### config.mk
export PLATFORM = sky130hd
export DESIGN_NAME = rrb_capture
export DESIGN_NICKNAME = d
export VERILOG_FILES = /design/src/logic/rrb_pkg.sv /design/src/logic/rrb_buf.sv /design/src/logic/rrb_capture.sv
export SDC_FILE = /design/constraint.sdc
export NUM_CORES = 1
export LEC_CHECK = 0
export ABC_AREA = 1
export BUFFER_PORTS_ARGS = -buffer_cell sky130_fd_sc_hd__buf_2
export CAP_MARGIN = 10
export CORE_MARGIN = 2
export CORE_UTILIZATION = 30
export DETAILED_ROUTE_END_ITERATION = 8
export PLACE_DENSITY = 0.55
export SYNTH_ARGS = -nofsm -noshare
export SYNTH_HDL_FRONTEND = slang
export SYNTH_SLANG_ARGS = --single-unit
export TNS_END_PERCENT = 10
### constraint.sdc
create_clock -name sys_clk -period 1.4 [get_ports sys_clk]
set_input_delay 0.14 -clock sys_clk [delete_from_list [all_inputs] [get_ports sys_clk]]
set_output_delay 0.14 -clock sys_clk [all_outputs]
set_load 0.005 [all_outputs]
### src/logic/rrb_pkg.sv
// Package for the type B remote receive capture block
package rrb_pkg;
	localparam int RRB_DATA_W = 8;
	localparam int RRB_CNT_W = 4;
	localparam logic [7:0] RRB_SHIFT_RST = 8'h00;
	localparam logic [7:0] RRB_DATA_RST = 8'h00;
	localparam logic [3:0] RRB_CNT_RST = 4'h0;
	localparam logic [3:0] RRB_CNT_FULL = 4'h8;
	localparam logic [1:0] RRB_SYNC_RST = 2'h0;
	typedef enum logic [2:0] {
		RRB_IDLE = 3'b001,
		RRB_RUN = 3'b010,
		RRB_HOLD = 3'b100
	} rrb_state_type;
endpackage

### src/logic/rrb_buf.sv
// Two-entry buffer between decoded bit source and capture logic
`timescale 1ns/100ps
module rrb_buf (
	input wire logic sys_clk,
	input wire logic rst_n,
	input wire logic flush,
	input wire logic in_valid,
	input wire logic in_data,
	output logic in_ready,
	output logic out_valid,
	output logic out_data,
	input wire logic out_ready
);
	import rrb_pkg::*;

	typedef struct packed {
		logic [1:0] vld;
		logic [1:0] dat;
	} rrb_buf_type;

	rrb_buf_type s_r;
	rrb_buf_type s_nxt;

	assign in_ready = ~s_r.vld[1];
	assign out_valid = s_r.vld[0];
	assign out_data = s_r.dat[0];

	always_comb begin
		s_nxt = s_r;
		// Pop first so a simultaneous push lands in the freed slot
		if (s_r.vld[0] && out_ready) begin
			s_nxt.vld = {1'b0, s_r.vld[1]};
			s_nxt.dat = {1'b0, s_r.dat[1]};
		end
		if (in_valid && ~s_r.vld[1]) begin
			if (~s_nxt.vld[0]) begin
				s_nxt.vld[0] = 1'b1;
				s_nxt.dat[0] = in_data;
			end else begin
				s_nxt.vld[1] = 1'b1;
				s_nxt.dat[1] = in_data;
			end
		end
		if (flush) begin
			s_nxt.vld = RRB_SYNC_RST;
			s_nxt.dat = RRB_SYNC_RST;
		end
	end

	always_ff @(posedge sys_clk or negedge rst_n) begin
		if (!rst_n) begin
			s_r <= '0;
		end else begin
			s_r <= s_nxt;
		end
	end
endmodule

### src/logic/rrb_capture.sv
// Type B receive capture: shift register, bit counter, data register
`timescale 1ns/100ps
module rrb_capture (
	input wire logic sys_clk,
	input wire logic rst_n,
	input wire logic receiver_enable,
	input wire logic bit_valid,
	input wire logic bit_value,
	output logic bit_ready,
	input wire logic rx_error_event,
	input wire logic rx_end_event,
	input wire logic shift_read,
	output logic [rrb_pkg::RRB_DATA_W-1:0] rx_shift_reg,
	output logic [rrb_pkg::RRB_CNT_W-1:0] rx_bit_counter,
	output logic [rrb_pkg::RRB_DATA_W-1:0] rx_data_reg,
	output logic data_full_event,
	output logic rx_busy,
	output logic rx_held
);
	import rrb_pkg::*;

	// ****************************************
	// State
	// ****************************************
	typedef struct packed {
		rrb_state_type st;
		logic [RRB_DATA_W-1:0] shift;
		logic [RRB_CNT_W-1:0] cnt;
		logic [RRB_DATA_W-1:0] data;
		logic full;
	} rrb_cap_type;

	rrb_cap_type s_r;
	rrb_cap_type s_nxt;
	logic buf_valid;
	logic buf_data;
	logic take;
	logic flush;
	logic [RRB_DATA_W-1:0] shift_in;
	logic [RRB_CNT_W-1:0] cnt_inc;
	logic fill_done;
	logic clr_err;
	logic clr_read;
	logic end_seen;
	logic run_st;
	logic hold_st;

	// ****************************************
	// Input buffer
	// ****************************************
	// Bits wait in the buffer while held, so none is lost on a stall
	assign flush = ~receiver_enable;
	assign take = buf_valid && (s_r.st == RRB_RUN) && ~rx_error_event;

	rrb_buf u_buf (
		.sys_clk(sys_clk),
		.rst_n(rst_n),
		.flush(flush),
		.in_valid(bit_valid),
		.in_data(bit_value),
		.in_ready(bit_ready),
		.out_valid(buf_valid),
		.out_data(buf_data),
		.out_ready(take)
	);

	assign rx_shift_reg = s_r.shift;
	assign rx_bit_counter = s_r.cnt;
	assign rx_data_reg = s_r.data;
	assign data_full_event = s_r.full;
	assign rx_busy = run_st;
	assign rx_held = hold_st;

	// ****************************************
	// State decode
	// ****************************************
	// Decoded for the outputs; the buffer pop in take compares s_r.st with RRB_RUN itself
	assign run_st = s_r.st == RRB_RUN;
	assign hold_st = s_r.st == RRB_HOLD;

	// ****************************************
	// Shift path
	// ****************************************
	// New bit enters at the top, so the first bit ends in bit 0
	genvar gi;
	generate
		for (gi = 0; gi < RRB_DATA_W; gi++) begin : g_shift
			if (gi == RRB_DATA_W - 1) begin : g_top
				assign shift_in[gi] = buf_data;
			end else begin : g_low
				assign shift_in[gi] = s_r.shift[gi + 1];
			end
		end
	endgenerate

	// ****************************************
	// Counter and events
	// ****************************************
	// Counter never passes the full count, so four bits cannot wrap
	assign cnt_inc = s_r.cnt + 4'h1;
	assign fill_done = take && (cnt_inc == RRB_CNT_FULL);
	// Error outranks a pop; the bit it blocks stays buffered
	assign clr_err = rx_error_event;
	// A read clears in any active state, not only while held
	assign clr_read = shift_read;
	// End in the same cycle as a pop: the pop counts, then hold
	assign end_seen = rx_end_event && ~rx_error_event;

	// ****************************************
	// Capture logic
	// ****************************************
	always_comb begin
		s_nxt = s_r;
		s_nxt.full = 1'b0;
		case (s_r.st)
			RRB_IDLE: begin
				if (receiver_enable) begin
					s_nxt.st = RRB_RUN;
				end
			end
			RRB_RUN: begin
				if (clr_err) begin
					s_nxt.shift = RRB_SHIFT_RST;
					s_nxt.cnt = RRB_CNT_RST;
				end else begin
					if (take) begin
						s_nxt.shift = shift_in;
						s_nxt.cnt = cnt_inc;
					end
					if (fill_done) begin
						// Overwrites an unread byte by design
						s_nxt.data = shift_in;
						s_nxt.full = 1'b1;
						s_nxt.shift = RRB_SHIFT_RST;
						s_nxt.cnt = RRB_CNT_RST;
					end
					if (end_seen) begin
						s_nxt.st = RRB_HOLD;
					end
				end
				if (clr_read) begin
					s_nxt.shift = RRB_SHIFT_RST;
					s_nxt.cnt = RRB_CNT_RST;
				end
			end
			RRB_HOLD: begin
				// Counter must be sampled before this read clears it
				if (clr_read) begin
					s_nxt.shift = RRB_SHIFT_RST;
					s_nxt.cnt = RRB_CNT_RST;
					s_nxt.st = RRB_RUN;
				end else if (clr_err) begin
					s_nxt.shift = RRB_SHIFT_RST;
					s_nxt.cnt = RRB_CNT_RST;
				end
			end
			default: begin
				s_nxt.st = RRB_IDLE;
			end
		endcase
		// ****************************************
		// Stop
		// ****************************************
		// Disable overrides every state, data register included
		if (!receiver_enable) begin
			s_nxt.st = RRB_IDLE;
			s_nxt.shift = RRB_SHIFT_RST;
			s_nxt.cnt = RRB_CNT_RST;
			s_nxt.data = RRB_DATA_RST;
			s_nxt.full = 1'b0;
		end
	end

	always_ff @(posedge sys_clk or negedge rst_n) begin
		if (!rst_n) begin
			s_r.st <= RRB_IDLE;
			s_r.shift <= RRB_SHIFT_RST;
			s_r.cnt <= RRB_CNT_RST;
			s_r.data <= RRB_DATA_RST;
			s_r.full <= 1'b0;
		end else begin
			s_r <= s_nxt;
		end
	end
endmodule

==> results.ini <==
[global_route]
gr-total-overflow=0
track_usage_pct=12.28
grt_antenna_before_repair=0
grt_max_degree=29
grt_pass1_vias=1232
grt_pass1_wl_mm=5.892

[power]
p_leak_nw=1.024
ir_worst_vdd_v=0.0005794
p_per_area_mw_per_mm2=956.5

[cts]
cts_buffer_depth=2
cts.htree.levels=1
path_clk_slew_ns=0.10
cts.sinks=28
clk_latency_ns=0.28
cts_tree=yes
root_buffer=clkbuf_8
cts_inserted_buffers=3

[floorplanning]
core_mm2=0.005107
initial_core_util_pct=31.19
die_y_um=76.87
rows=26
io_pins=32
design.die.area_mm2=0.005908
die_x_um=76.87

[hold_path]
min_path_cells=3
hp-class=in -> reg

[logic_synthesis]
syn-num-nets=213
yosysUniqueCellTypes=23
ys_ff_latch=28
syn_area_per_cell_um2=7.808
synth_area_leaders=dfrtp_1 (42%), nand2_1 (12%), buf_4 (9.4%), nand3_1 (7.9%), inv_1 (5.7%)
synth_top_area_share_pct=42.42
synth_area_leader_cell=dfrtp_1
yosys_warnings=0
syn_area_mm2=0.001593
yosysSeqAreaShare_pct=44.07
syn_inst=204

[critical_path]
cp_top_family=flip-flops
cp_num_cells=8
path_cells=inv_4 -> nand2_4 -> nor2_4 -> nand4_1 -> nand3_4 -> clkbuf_16 -> nand2_1 -> o21ai_1
start_kind=flop
cp_slowest_cell=dfstp_2
cp_max_fo=9
worst-path-buf-inv=2
criticalPathCategory=reg -> reg
endpoint_kind=flop
crit_required_ns=1.58
max_stage_delay_ns=0.57
r2r_cells=8
critPathArrivalTime_ns=1.57

[detailed_routing]
top_layer_used=met4
viasPerCell=4.386
wire_per_inst_um=11.87
wl_met3_um=81
routed_wl_mm=3.596
drt_pass1_iterations=4
drtIter0Drc=41
vias=1329
wl_met2_mm=1.781
drc_errors=0
ant_nets=0
m1WireLength_mm=1.679

[placement]
io_buffer_count=31
gp_congestion=0.7611
dp_hpwl_mm=2.508

[flow_run]
max-cap-violations=0

[sta]
setup_viol=0
min_period_ns=1.391
finalSetupTns_ns=0
skew_ns=0.006664
timing_hold_violations_final=0
period_share_pct=99.33
maxSlewHeadroom_pct=58.75
fmax_mhz=719.1
maxSlewViolCount=0
tightestPinTransition_ns=0.6188
hold_ws_ns=0.1205
rsz0062_at_grt=yes

[final_layout]
final_net_count=243
drive_gt1_share_pct=37.34
num_antenna_cells=0
syn_to_final_growth_pct=26.55

[status]
outcome=complete, no violations

[worst paths after layout]
| check | start | end | slack (ns) |
|---|---|---|---|
| worst min-delay path | bit_valid | u_buf.out_valid | 0.12 |
| worst min register to register | rx_shift_reg[0] | rx_shift_reg[0] | 0.52 |
| min in group asynchronous | rst_n | rx_data_reg[0] | 0.40 |
| max in group asynchronous | rst_n | s_r[22] | 0.56 |
| worst max register to register | s_r[21] | rx_bit_counter[0] | 0.009 |
| worst max-delay path | s_r[21] | rx_bit_counter[0] | 0.009 |
[layout by cell type, fill, tap and decap left out, types with 2 or more instances in the layout]
master,instances
nand2_1,44
buf_2,31
dfrtp_1,25
nand3_1,22
inv_1,19
nor2_1,15
buf_4,12
o21ai_1,9
nand2_2,7
inv_2,5
nand3_4,5
nand4_1,3
nor2_4,3
o21ai_0,3
o21ai_2,3
clkbuf_8,3
inv_4,2
nand2_4,2
a21oi_1,2
nor2_2,2
nand3_2,2
clkbuf_16,2
buf_6,2
dfrtp_2,2
[report_power, final]
group | leakage (nW) | switching, W | internal [W]
sequential | 0.380 | 0.0000403 | 0.000849
combinational | 0.609 | 0.000216 | 0.000172
clock | 0.0357 | 0.000268 | 0.000383
[per-stage QoR]
step	std cells	setup slack (ns)	instance area, um2	util [%]	power [W]
2_1_floorplan	204	0.08832	1593	-	0.001053
3_3_place_gp	291	0.01833	1735	33.98	0.001151
3_5_place_dp	291	0.01060	1735	33.98	0.001151
4_1_cts	297	0.004604	1829	35.82	0.001808
5_1_grt	303	-0.04378	2016	39.47	0.002022
6_report	303	0.009414	2016	39.47	0.001928
[cells by family (layout without fill, tap and decap cells)]
kind of cell | after synthesis | in the layout | synth area share, %
buffers and inverters | 50 | 79 | 17.91
AOI/OAI and AO/OA | 18 | 18 | 5.813
DFF | 28 | 28 | 44.07
and+or+nand+nor | 107 | 107 | 31.42
adders and majority gates | 1 | 1 | 0.7854
[per-layer routing]
| layer | vias up | global-route usage (%) |
|---|---|---|
| met5 | - | 0 |
| met2 | 22 | 20.09 |
| li1 | 692 | - |
| met3 | 5 | 1.529 |
| met4 | 0 | 4.364 |
| met1 | 610 | 16.68 |
[tightest hold or removal path: cells and delay by family]
family | cells | cell delay (ns)
AO/OA/AOI/OAI | 1 | 0.06
buffers and inverters | 1 | 0.09
AND/OR/NAND/NOR | 1 | 0.07
[Yosys cell counts (all sizes together)]
cell type  instances
a21oi              2
dfrtp             27
nor3               1
dfstp              1
buf               23
nand4              3
nand3b             1
nand2             53
nand3             29
nor2              20
ha                 1
inv               26
clkbuf             1
o21a               1
o21ai             15
[layout make-up]
| type | instances | area [um2] |
|---|---|---|
| multi-input cells | 126 | 701.9 |
| inverters | 26 | 102.6 |
| clock buffers | 3 | 41.29 |
| fillers | 544 | 3092 |
| clock inverters | 1 | 30.03 |
| repair buffers | 49 | 347.8 |
| well taps | 70 | 87.58 |
| flip-flops and latches | 28 | 704.4 |
[repair_timing]
item / in CTS / in global routing
gates cloned: 0 / 2
hold buffers: 1 / 0
hold endpoints to repair: 27 / 0
buffers inserted: 1 / 4
gates resized for setup: 1 / 34
pin swaps: 1 / 4
setup endpoints to repair: 7 / 22
(Power assumes the default switching activity.)
